### config.mk
export PLATFORM = sky130hd
export DESIGN_NAME = puv_fault_config
export DESIGN_NICKNAME = d
export VERILOG_FILES = /design/src/rtl/puv_pkg.sv /design/src/rtl/puv_seq_if.sv /design/src/rtl/puv_uv_sequencer.sv /design/src/rtl/puv_fault_config.sv
export SDC_FILE = /design/constraint.sdc
export NUM_CORES = 2
export LEC_CHECK = 0
export BUFFER_PORTS_ARGS = -buffer_cell sky130_fd_sc_hd__buf_2
export CORE_ASPECT_RATIO = 0.5
export CORE_UTILIZATION = 35
export CTS_CLUSTER_SIZE = 25
export DETAILED_ROUTE_END_ITERATION = 7
export GPL_ROUTABILITY_DRIVEN = 0
export GPL_TIMING_DRIVEN = 0
export HOLD_SLACK_MARGIN = 0.12
export PLACE_DENSITY = 0.53
export SYNTH_ARGS = -nofsm -noshare
export SYNTH_HDL_FRONTEND = slang
export SYNTH_SLANG_ARGS = --single-unit
### constraint.sdc
create_clock -name clk_sys -period 8.2 [get_ports clk_sys]
set_input_delay 0.41 -clock clk_sys [delete_from_list [all_inputs] [get_ports clk_sys]]
set_output_delay 0.41 -clock clk_sys [all_outputs]
set_load 0.005 [all_outputs]
### src/rtl/puv_pkg.sv
// Package with command codes, field layouts, reset values and timing constants
package puv_pkg;

	// Command codes of the three protection commands
	localparam logic [7:0] CMD_UV_LIMIT    = 8'h44;
	localparam logic [7:0] CMD_UV_RESPONSE = 8'h45;
	localparam logic [7:0] CMD_OC_LIMIT    = 8'h46;
	localparam logic [7:0] PHASE_ALL       = 8'hFF;

	// Response byte field positions
	localparam int ACT_HI   = 7;
	localparam int ACT_LO   = 6;
	localparam int RETRY_HI = 5;
	localparam int RETRY_LO = 3;
	localparam int DLY_HI   = 2;
	localparam int DLY_LO   = 0;

	// Linear format field positions
	localparam int EXP_HI = 15;
	localparam int EXP_LO = 11;
	localparam int MAN_HI = 10;

	// Undervoltage action and retry codes
	localparam logic [1:0] ACT_IGNORE  = 2'h0;
	localparam logic [1:0] ACT_DELAYED = 2'h1;
	localparam logic [1:0] ACT_NOW     = 2'h2;
	localparam logic [2:0] RETRY_LATCH = 3'h0;
	localparam logic [2:0] RETRY_EVER  = 3'h7;

	// Threshold steps in fortieths of the target: 60 % to 95 % by 2.5 %
	localparam int           UV_STEP_DEN  = 40;
	localparam int           UV_STEP_BASE = 24;
	localparam int           UV_STEPS     = 15;
	localparam logic [3:0]   UV_STEP_MAX  = 4'hE;

	// Overcurrent limits in quarter amperes
	localparam int             OC_EXP_QUARTER = 2;
	localparam logic [15:0]    OC_MIN_Q       = 16'h0020;
	localparam logic [15:0]    OC_MAX_Q       = 16'h00F8;
	localparam int             OC_STEP_SHIFT  = 3;

	// Values after reset
	localparam logic [15:0] UV_LIMIT_RST    = 16'h0000;
	localparam logic [3:0]  UV_STEP_RST     = 4'h0;
	localparam logic [7:0]  UV_RESPONSE_RST = 8'h80;
	localparam logic [15:0] OC_LIMIT_RST    = 16'hF0F8;

	// Status bit positions
	localparam int SB_NOTA     = 0;
	localparam int SB_CML      = 1;
	localparam int SB_IOUT_OC  = 4;
	localparam int SW_IOUT     = 14;
	localparam int SW_VOUT     = 15;
	localparam int SV_UV_FAULT = 4;
	localparam int SC_BAD_CMD  = 7;
	localparam int SC_BAD_DATA = 6;

	// Timing
	localparam int CLK_FREQ_HZ    = 25_000_000;
	localparam int PWM_CLK_HZ     = 500_000;
	localparam int PWM_DIV        = CLK_FREQ_HZ / PWM_CLK_HZ;
	localparam int RISE_TIME_US   = 3000;
	localparam int RISE_CYCLES    = RISE_TIME_US * (CLK_FREQ_HZ / 1_000_000);
	localparam int DLY_SHORT      = 1;
	localparam int DLY_MID        = 3;
	localparam int DLY_LONG       = 7;

	// Shutdown sequencer states, Gray coded along the fault path
	typedef enum logic [1:0] {
		SEQ_RUN     = 2'b00,
		SEQ_DELAY   = 2'b01,
		SEQ_HICCUP  = 2'b11,
		SEQ_LATCHED = 2'b10
	} puv_state_type;

endpackage

### src/rtl/puv_seq_if.sv
// Interface between the command block and the undervoltage sequencer
`timescale 1ns/1ps
interface puv_seq_if;
	logic       uvTrip;
	logic [1:0] uvActionSelect;
	logic [2:0] uvRestartCount;
	logic [2:0] uvDelaySelect;
	logic       pwmTick;
	logic       outputOn;
	logic       latchedOff;

	modport ctrl (output uvTrip, uvActionSelect, uvRestartCount,
		uvDelaySelect, pwmTick, input outputOn, latchedOff);
	modport seq (input uvTrip, uvActionSelect, uvRestartCount,
		uvDelaySelect, pwmTick, output outputOn, latchedOff);
endinterface

### src/rtl/puv_uv_sequencer.sv
// Undervoltage shutdown, hiccup and restart sequencer
`timescale 1ns/1ps
module puv_uv_sequencer
	import puv_pkg::*;
#(
	parameter int RISE_CYC = RISE_CYCLES
) (
	input  wire logic clk_sys,
	input  wire logic rst,
	input  wire logic opOn,
	input  wire logic startupDone,
	puv_seq_if.seq    sq
);
	puv_state_type stateQ, stateD;
	logic [2:0]  pwmCntQ, pwmCntD;
	logic [31:0] riseCntQ, riseCntD;
	logic [2:0]  unitsQ, unitsD;
	logic [2:0]  triesQ, triesD;
	logic [2:0]  dlyLen;
	logic [2:0]  hicUnits;

	// Delay and hiccup length from the delay field
	always_comb begin
		if (sq.uvDelaySelect <= 3'h1) begin
			dlyLen   = 3'(DLY_SHORT);
			hicUnits = 3'h1;
		end else if (sq.uvDelaySelect <= 3'h4) begin
			dlyLen   = 3'(DLY_MID);
			hicUnits = sq.uvDelaySelect;
		end else begin
			dlyLen   = 3'(DLY_LONG);
			hicUnits = sq.uvDelaySelect;
		end
	end

	// Next state of the sequencer
	always_comb begin
		stateD   = stateQ;
		pwmCntD  = pwmCntQ;
		riseCntD = riseCntQ;
		unitsD   = unitsQ;
		triesD   = triesQ;
		case (stateQ)
			SEQ_RUN: begin
				if (startupDone)
					triesD = 3'h0;
				if (sq.uvTrip && opOn) begin
					pwmCntD  = 3'h0;
					riseCntD = '0;
					unitsD   = 3'h0;
					if (sq.uvActionSelect == ACT_DELAYED)
						stateD = SEQ_DELAY;
					else if (sq.uvActionSelect == ACT_NOW)
						stateD = (sq.uvRestartCount == RETRY_LATCH) ?
							SEQ_LATCHED : SEQ_HICCUP;
				end
			end
			SEQ_DELAY: begin
				if (!sq.uvTrip)
					stateD = SEQ_RUN;
				else if (sq.pwmTick) begin
					pwmCntD = pwmCntQ + 3'h1;
					if (pwmCntQ + 3'h1 >= dlyLen)
						stateD = (sq.uvRestartCount == RETRY_LATCH) ?
							SEQ_LATCHED : SEQ_HICCUP;
				end
			end
			SEQ_HICCUP: begin
				if (riseCntQ >= 32'(RISE_CYC - 1)) begin
					riseCntD = '0;
					unitsD   = unitsQ + 3'h1;
					if (unitsQ + 3'h1 >= hicUnits) begin
						stateD = SEQ_RUN;
						if (sq.uvRestartCount != RETRY_EVER)
							triesD = triesQ + 3'h1;
					end
				end else
					riseCntD = riseCntQ + 32'h1;
				if (sq.uvRestartCount != RETRY_EVER &&
					triesQ >= sq.uvRestartCount)
					stateD = SEQ_LATCHED;
			end
			SEQ_LATCHED: begin
				stateD = SEQ_LATCHED;
			end
			default: stateD = SEQ_RUN;
		endcase
		// Commanded off clears any fault sequence
		if (!opOn) begin
			stateD = SEQ_RUN;
			triesD = 3'h0;
		end
	end

	// Sequencer registers
	always_ff @(posedge clk_sys) begin
		if (rst) begin
			stateQ   <= SEQ_RUN;
			pwmCntQ  <= 3'h0;
			riseCntQ <= '0;
			unitsQ   <= 3'h0;
			triesQ   <= 3'h0;
		end else begin
			stateQ   <= stateD;
			pwmCntQ  <= pwmCntD;
			riseCntQ <= riseCntD;
			unitsQ   <= unitsD;
			triesQ   <= triesD;
		end
	end

	assign sq.outputOn   = opOn && (stateQ == SEQ_RUN ||
		stateQ == SEQ_DELAY);
	assign sq.latchedOff = (stateQ == SEQ_LATCHED);
endmodule

### src/rtl/puv_fault_config.sv
// Undervoltage and overcurrent fault configuration and response block
//
// Operation
// - Hold the 16-bit undervoltage fault limit, read/write, as threshold.
// - Map a written limit to a percentage of target, rounding down.
// - Supported thresholds are 60 % to 95 % of target by 2.5 %.
// - An out-of-range undervoltage limit write flags invalid data and alerts.
// - Undervoltage fault sets byte, word and vout status bits, then alerts.
// - Action field: 0 ignore, 1 delayed off, 2 immediate off, else invalid.
// - Retry field 0 latches off; 1 to 6 retries that often then latches.
// - Retry field 7 retries forever until commanded off.
// - Delay codes 0-1 one PWM clock, 2-4 three, 5-7 seven.
// - Hiccup period is rise time times a factor growing with the code.
// - Unsupported response byte writes are rejected, flagged and alerted.
// - Overcurrent fault when measured current reaches the hardware limit.
// - Each device keeps its own limit; stack limit is least times phases.
// - Current limit is linear: 5-bit exponent resets to -2, 11-bit mantissa.
// - Per phase up to 62 A; all-phases selector up to 62 A times phases.
// - An out-of-range current limit write flags invalid data and alerts.
// - Hardware limit 8 A to 62 A by 2 A, rounding up, clamping below.
// - All-phases write divides by phase count; read multiplies by it.
`timescale 1ns/1ps
module puv_fault_config
	import puv_pkg::*;
#(
	parameter int PHASES   = 2,
	parameter int RISE_CYC = RISE_CYCLES
) (
	input  wire logic        clk_sys,
	input  wire logic        rst,
	input  wire logic        cmdValid,
	input  wire logic        cmdWrite,
	input  wire logic [7:0]  cmdCode,
	input  wire logic [15:0] cmdWrData,
	input  wire logic [7:0]  phaseSelect,
	input  wire logic        clearFaults,
	input  wire logic [15:0] voutTarget,
	input  wire logic [15:0] voutSense,
	input  wire logic [15:0] ioutQuarterAmps,
	input  wire logic        opOn,
	input  wire logic        startupDone,
	output logic      [15:0] rdData,
	output logic             rdValid,
	output logic      [7:0]  statusByte,
	output logic      [15:0] statusWord,
	output logic      [7:0]  statusVout,
	output logic      [7:0]  statusCml,
	output logic             uvFaultFlag,
	output logic             ocFaultFlag,
	output logic             ocFaultEvent,
	output logic      [15:0] perPhaseCurrentLimit,
	output logic             outputEnable,
	output logic             smbAlertOut,
	output logic             smbAlertOeN
);
	puv_seq_if sq ();

	logic [15:0] uvLimitQ, uvLimitD;
	logic [3:0]  uvStepQ, uvStepD;
	logic [7:0]  uvRespQ, uvRespD;
	logic [15:0] ocLimitQ, ocLimitD;
	logic [15:0] ocHwQ, ocHwD;
	logic [15:0] rdDataQ, rdDataD;
	logic        rdValidQ, rdValidD;
	logic [7:0]  sByteQ, sByteD;
	logic [15:0] sWordQ, sWordD;
	logic [7:0]  sVoutQ, sVoutD;
	logic [7:0]  sCmlQ, sCmlD;
	logic        ocTripQ, ocTripD;
	logic [6:0]  pwmDivQ, pwmDivD;

	// Combinational helpers of the command path
	logic [23:0] limTimes40;
	logic [23:0] senseTimes40;
	logic [3:0]  stepFound;
	logic        stepValid;
	logic [23:0] uvThresh;
	logic        uvTrip;
	logic        wrUvLim, wrUvResp, wrOcLim, badCmd;
	logic        uvRespBad;
	logic        ocBad;
	logic signed [31:0] ocQuarter;
	logic signed [31:0] ocPerPhase;
	logic signed [31:0] ocRounded;
	logic signed [10:0] manWr;
	logic signed [10:0] manRd;
	logic signed [31:0] manRdWide;
	logic [15:0] ocStoreWord;

	// Convert a linear word to signed quarter amperes
	function automatic logic signed [31:0] linToQuarter(
		input logic [15:0] w);
		logic signed [4:0]  e;
		logic signed [31:0] m;
		logic signed [31:0] sh;
		e  = w[EXP_HI:EXP_LO];
		m  = 32'(signed'(w[MAN_HI:0]));
		sh = 32'(e) + 32'(OC_EXP_QUARTER);
		if (sh >= 0)
			linToQuarter = (sh > 16) ? 32'sh7FFF_FFFF : (m <<< sh);
		else
			linToQuarter = m >>> (-sh);
	endfunction

	// Threshold step search: largest step not above the written limit
	always_comb begin
		// Scaled by forty so that 2.5 % steps stay whole numbers
		limTimes40 = 24'(cmdWrData) * 24'(UV_STEP_DEN);
		stepFound  = 4'h0;
		stepValid  = 1'b0;
		for (int k = 0; k < UV_STEPS; k++) begin
			if (24'(voutTarget) * 24'(UV_STEP_BASE + k) <= limTimes40) begin
				stepFound = 4'(k);
				stepValid = 1'b1;
			end
		end
		// Above the top step is out of range as well
		if (limTimes40 > 24'(voutTarget) * 24'(UV_STEP_BASE + UV_STEPS - 1))
			stepValid = 1'b0;
	end

	// Undervoltage comparator against the selected share of target
	always_comb begin
		uvThresh     = 24'(voutTarget) * 24'(UV_STEP_BASE + 32'(uvStepQ));
		senseTimes40 = 24'(voutSense) * 24'(UV_STEP_DEN);
		uvTrip       = senseTimes40 < uvThresh;
	end

	// Overcurrent limit conversion, range check and hardware step
	always_comb begin
		ocQuarter  = linToQuarter(cmdWrData);
		ocPerPhase = (phaseSelect == PHASE_ALL) ?
			ocQuarter / PHASES : ocQuarter;
		ocBad = (ocPerPhase < 0) ||
			(ocPerPhase > 32'(OC_MAX_Q));
		if (ocPerPhase < 32'(OC_MIN_Q))
			ocRounded = 32'(OC_MIN_Q);
		else
			ocRounded = ((ocPerPhase + 7) >>> OC_STEP_SHIFT) <<<
				OC_STEP_SHIFT;
		// Stored share truncates the same way as the range check
		manWr = signed'(cmdWrData[MAN_HI:0]);
		ocStoreWord = (phaseSelect == PHASE_ALL) ?
			{cmdWrData[EXP_HI:EXP_LO], 11'(manWr / 11'(PHASES))} :
			cmdWrData;
		manRd     = signed'(ocLimitQ[MAN_HI:0]);
		manRdWide = 32'(manRd) * PHASES;
	end

	// Command decode
	always_comb begin
		wrUvLim   = cmdValid && cmdWrite && cmdCode == CMD_UV_LIMIT;
		wrUvResp  = cmdValid && cmdWrite && cmdCode == CMD_UV_RESPONSE;
		wrOcLim   = cmdValid && cmdWrite && cmdCode == CMD_OC_LIMIT;
		badCmd    = cmdValid && cmdCode != CMD_UV_LIMIT &&
			cmdCode != CMD_UV_RESPONSE && cmdCode != CMD_OC_LIMIT;
		uvRespBad = cmdWrData[ACT_HI:ACT_LO] == 2'h3;
	end

	// Next values of the configuration registers
	always_comb begin
		uvLimitD = uvLimitQ;
		uvStepD  = uvStepQ;
		uvRespD  = uvRespQ;
		ocLimitD = ocLimitQ;
		ocHwD    = ocHwQ;
		if (wrUvLim && stepValid) begin
			uvLimitD = cmdWrData;
			uvStepD  = stepFound;
		end
		if (wrUvResp && !uvRespBad)
			uvRespD = cmdWrData[7:0];
		if (wrOcLim && !ocBad) begin
			ocLimitD = ocStoreWord;
			ocHwD    = ocRounded[15:0];
		end
	end

	// Read path, answered one cycle after the request
	always_comb begin
		rdValidD = cmdValid && !cmdWrite && !badCmd;
		rdDataD  = rdDataQ;
		if (cmdValid && !cmdWrite) begin
			case (cmdCode)
				CMD_UV_LIMIT:    rdDataD = uvLimitQ;
				CMD_UV_RESPONSE: rdDataD = {8'h00, uvRespQ};
				CMD_OC_LIMIT: begin
					if (phaseSelect == PHASE_ALL)
						rdDataD = {ocLimitQ[EXP_HI:EXP_LO],
							manRdWide[MAN_HI:0]};
					else
						rdDataD = ocLimitQ;
				end
				default: rdDataD = 16'h0000;
			endcase
		end
	end

	// Status flags: a new event wins over a clear in the same cycle
	always_comb begin
		ocTripD = ioutQuarterAmps >= ocHwQ;
		sByteD  = clearFaults ? 8'h00 : sByteQ;
		sWordD  = clearFaults ? 16'h0000 : sWordQ;
		sVoutD  = clearFaults ? 8'h00 : sVoutQ;
		sCmlD   = clearFaults ? 8'h00 : sCmlQ;
		if ((wrUvLim && !stepValid) || (wrUvResp && uvRespBad) ||
			(wrOcLim && ocBad)) begin
			sCmlD[SC_BAD_DATA] = 1'b1;
			sByteD[SB_CML]     = 1'b1;
		end
		if (badCmd) begin
			sCmlD[SC_BAD_CMD] = 1'b1;
			sByteD[SB_CML]    = 1'b1;
		end
		if (uvTrip && opOn && uvRespQ[ACT_HI:ACT_LO] != 2'h3) begin
			sByteD[SB_NOTA]     = 1'b1;
			sWordD[SW_VOUT]     = 1'b1;
			sVoutD[SV_UV_FAULT] = 1'b1;
		end
		if (ocTripD) begin
			sByteD[SB_IOUT_OC] = 1'b1;
			sWordD[SW_IOUT]    = 1'b1;
		end
		sWordD[7:0] = sByteD;
	end

	// PWM clock enable divider
	always_comb begin
		pwmDivD = (pwmDivQ == 7'(PWM_DIV - 1)) ? 7'h00 : pwmDivQ + 7'h01;
	end

	// Register stage for configuration, status and read data
	always_ff @(posedge clk_sys) begin
		if (rst) begin
			uvLimitQ <= UV_LIMIT_RST;
			uvStepQ  <= UV_STEP_RST;
			uvRespQ  <= UV_RESPONSE_RST;
			ocLimitQ <= OC_LIMIT_RST;
			ocHwQ    <= OC_MAX_Q;
			rdDataQ  <= 16'h0000;
			rdValidQ <= 1'b0;
			sByteQ   <= 8'h00;
			sWordQ   <= 16'h0000;
			sVoutQ   <= 8'h00;
			sCmlQ    <= 8'h00;
			ocTripQ  <= 1'b0;
			pwmDivQ  <= 7'h00;
		end else begin
			uvLimitQ <= uvLimitD;
			uvStepQ  <= uvStepD;
			uvRespQ  <= uvRespD;
			ocLimitQ <= ocLimitD;
			ocHwQ    <= ocHwD;
			rdDataQ  <= rdDataD;
			rdValidQ <= rdValidD;
			sByteQ   <= sByteD;
			sWordQ   <= sWordD;
			sVoutQ   <= sVoutD;
			sCmlQ    <= sCmlD;
			ocTripQ  <= ocTripD;
			pwmDivQ  <= pwmDivD;
		end
	end

	// Hand-over to the shutdown sequencer
	assign sq.uvTrip         = uvTrip;
	assign sq.uvActionSelect = uvRespQ[ACT_HI:ACT_LO];
	assign sq.uvRestartCount = uvRespQ[RETRY_HI:RETRY_LO];
	assign sq.uvDelaySelect  = uvRespQ[DLY_HI:DLY_LO];
	assign sq.pwmTick        = (pwmDivQ == 7'(PWM_DIV - 1));

	puv_uv_sequencer #(
		.RISE_CYC (RISE_CYC)
	) uSeq (
		.clk_sys     (clk_sys),
		.rst         (rst),
		.opOn        (opOn),
		.startupDone (startupDone),
		.sq          (sq.seq)
	);

	// Read answer
	assign rdData               = rdDataQ;
	assign rdValid              = rdValidQ;

	// Status registers
	assign statusByte           = sByteQ;
	assign statusWord           = sWordQ;
	assign statusVout           = sVoutQ;
	assign statusCml            = sCmlQ;

	// Fault flags and hardware limit
	assign uvFaultFlag          = sVoutQ[SV_UV_FAULT];
	assign ocFaultFlag          = sByteQ[SB_IOUT_OC];
	assign ocFaultEvent         = ocTripQ;  // To the overcurrent response
	assign perPhaseCurrentLimit = ocHwQ;

	// Converter enable and alert pin
	assign outputEnable         = sq.outputOn;
	assign smbAlertOut          = 1'b0;     // Open drain, only pulls low
	assign smbAlertOeN          = ~(|sByteQ);
endmodule

==> flow_metrics.env <==
export IMPL_hold_path_class="in -> reg"
export IMPL_p_switching_mw=3.57
export IMPL_maxSlewHeadroom=0.108
export IMPL_power_density_nw_per_um2=190
export IMPL_hold_viol=0
export IMPL_critPathTopFamily="compound AO/OA/AOI/OAI gates"
export IMPL_dieHeight_um=222
export IMPL_pwr_share_comb=0.799
export IMPL_power_mw=7.07
export IMPL_drtPass1Iterations=6
export IMPL_internal_power_mw=3.50
export IMPL_outcome="complete, no violations"
export IMPL_place_ws_ps=-1770
export IMPL_fmax_ghz=0.127
export IMPL_synth_warnings=0
export IMPL_die_w_um=441
export IMPL_cp_slowest_cell="fa_1"
export IMPL_final_setup_worst_slack_ps=333
export IMPL_fin_skew_ps=15.5
export IMPL_synth_cell_area_um2=33800
export IMPL_route_met3_wl_um=4880
export IMPL_start_util=0.354
export IMPL_p_leak_nw=18.1
export IMPL_drive_gt1_frac=0.0785
export IMPL_rows=80
export IMPL_final_cells=5682
export IMPL_start_kind="primary input"
export IMPL_dpl_cell_count=5634
export IMPL_top_layer_used="met4"
export IMPL_drcViolationCount=0
export IMPL_hpwlAfterDp_um=85200
export IMPL_required_ps=8520
export IMPL_drt_initial_drc_count=1773
export IMPL_viasPerCell=5.39
export IMPL_syn_area_per_cell_um2=8.05
export IMPL_cts_tree="built"
export IMPL_io_pins=166
export IMPL_pwr_share_clk=0.110
export IMPL_dr_wl_met2_um=49800
export IMPL_yosysMostFrequentCell="ha_1"
export IMPL_cap_violations=0
export IMPL_rsz0062_at_grt="false"
export IMPL_synth_main_ff_cell="dfxtp_1"
export IMPL_antenna_found_initial=1
export IMPL_ys_async_sr_fraction=0
export IMPL_synth_edff_count=0
export IMPL_cts_inserted_buffers=17
export IMPL_yosysTopAreaCellShare=0.283
export IMPL_grt_max_degree=28
export IMPL_avgRoutedWirePerCell_um=19.0
export IMPL_path_max_fanout=24
export IMPL_clock_path_buffers=2
export IMPL_irDropWorstVdd_mv=0.162
export IMPL_tightestPinTransition_ps=1340
export IMPL_grt_pass1_wl_um=168000
export IMPL_slew_viol_final=0
export IMPL_ys_ff_latch=130
export IMPL_ys_seq_area_frac=0.0770
export IMPL_post_route_min_period_ps=7870
export IMPL_setup_viol=0
export IMPL_ys_types=90
export IMPL_wl_um=108000
export IMPL_area_growth_pct=9.88
export IMPL_clk_latency_ps=440
export IMPL_final_util=0.389
export IMPL_cp_common_cell="inv_1"
export IMPL_seqPwrFrac=0.091
export IMPL_setup_tns_ps=0
export IMPL_m1WireLength_um=50900
export IMPL_period_share=0.959
export IMPL_synthCells=4196
export IMPL_synth_area_leaders="ha_1 (28%), fa_1 (12%), dfxtp_1 (7.7%)"
export IMPL_path_class="in -> reg"
export IMPL_endpoint_kind="flip-flop"
export IMPL_core_um2=95500
export IMPL_synthTopCellsByCount="ha_1 (765), inv_1 (534), nor2_1 (302), nand2_1 (260), a21oi_1 (256)"
export IMPL_layout_nets=5444
export IMPL_antenna_left=0
export IMPL_hold_buffers=0
export IMPL_max_stage_delay_ps=620
export IMPL_yosys_area_top_type="ha_1"
export IMPL_portBuffers=131
export IMPL_dieArea_um2=97800
export IMPL_cts_root_buf="clkbuf_16"
export IMPL_path_buf_inv=8
export IMPL_vias=30605
export IMPL_swShare=0.505
export IMPL_grt_pass1_vias=30049
export IMPL_grt_overflow_total=0
export IMPL_grt_total_usage=0.219
export IMPL_clk_pin_slew_ps=70
export IMPL_crit_arrival_ps=8190
export IMPL_cts_max_level=4
export IMPL_cts_sink_count=130
## layout make-up
| cell class | instances | area [um^2] |
|---|---|---|
| buffer | 143 | 773 |
| antenna | 1 | 2.50 |
| timing repair buffer | 151 | 867 |
| sequential | 130 | 2610 |
| inverter | 537 | 2040 |
| clock buffer | 21 | 470 |
| tap | 1271 | 1590 |
| fill | 9878 | 58400 |
| multi-input combinational | 3417 | 28600 |
| clock inverter | 11 | 128 |
## worst paths after layout
check	startpoint	to	depth (start not counted)	slack, ps
max	voutTarget[6]	uvStepQ[3]	30	330
min	startupDone	uSeq.triesQ[2]	2	250
max reg2reg	uvStepQ[0]	uSeq.riseCntQ[10]	30	640
min reg2reg	uSeq.riseCntQ[19]	uSeq.riseCntQ[19]	2	450
## power by group through the flow
stage / Clock [mW] / Sequential (mW) / Combinational [mW]
2_1_floorplan: 0 / 0.658 / 4.12
3_3_place_gp: 0 / 0.660 / 5.40
3_5_place_dp: 0 / 0.660 / 5.55
4_1_cts: 0.786 / 0.647 / 5.60
5_1_grt: 0.814 / 0.647 / 6.38
6_report: 0.775 / 0.646 / 5.64
## per-layer routing
| layer | track usage | vias up |
|---|---|---|
| met5 | 0 | - |
| met4 | 0.0544 | 0 |
| met3 | 0.0186 | 138 |
| met2 | 0.371 | 768 |
| met1 | 0.298 | 14647 |
| li1 | - | 15052 |
## flip-flops by register name (all words and copies together), names as in the netlist, 4 cells and up
name / cells
ocLimitQ: 16
perPhaseCurrentLimit: 13
pwmDivQ: 7
rdData: 16
uSeq.riseCntQ: 32
uvLimitQ: 16
uvRespQ: 8
uvStepQ: 4
## kinds of logic after synthesis
group / count (synthesis) / synth area share
AND/OR/NAND/NOR: 1098 / 0.159
adder cells (fa/ha/maj): 960 / 0.399
multiplexers: 79 / 0.0267
buffers and inverters: 682 / 0.0824
flip-flops: 130 / 0.0770
XOR/XNOR: 253 / 0.0658
other: 1 / 0.000111
AO/OA/AOI/OAI: 993 / 0.190
## cell usage in the layout (no fill, tap or decap), types with 63 or more instances in the layout
master    netlist  routed
fa_1          195     195
ha_1          765     763
a21oi_1       256     255
inv_1         534     529
nor2b_1        67      67
nand4_1        63      63
o21ai_0       214     214
clkbuf_1       76      67
buf_4          43      67
a21o_1        140     140
xor2_1         72      72
dfxtp_1       130     128
nor2_1        302     301
buf_2          11     132
nand3_1        80      80
nor3_1        100     100
xnor2_1       180     177
nand2_1       260     260
## metrics by stage
step / hold slack [ps] / cell area [um^2]
2_1_floorplan: 417 / 33900
4_1_cts: 257 / 36900
3_5_place_dp: 440 / 36200
5_1_grt: 259 / 37100
6_report: 249 / 37100
3_3_place_gp: 435 / 36100
## timing repair
| item | in CTS | in global routing |
|---|---|---|
| hold endpoints to repair | 0 | 0 |
| setup endpoints to repair | 22 | 57 |
| pin swaps | 0 | 2 |
| buffers inserted | 6 | 11 |
| gates resized for setup | 24 | 32 |
Power figures use the tool's default switching activity.
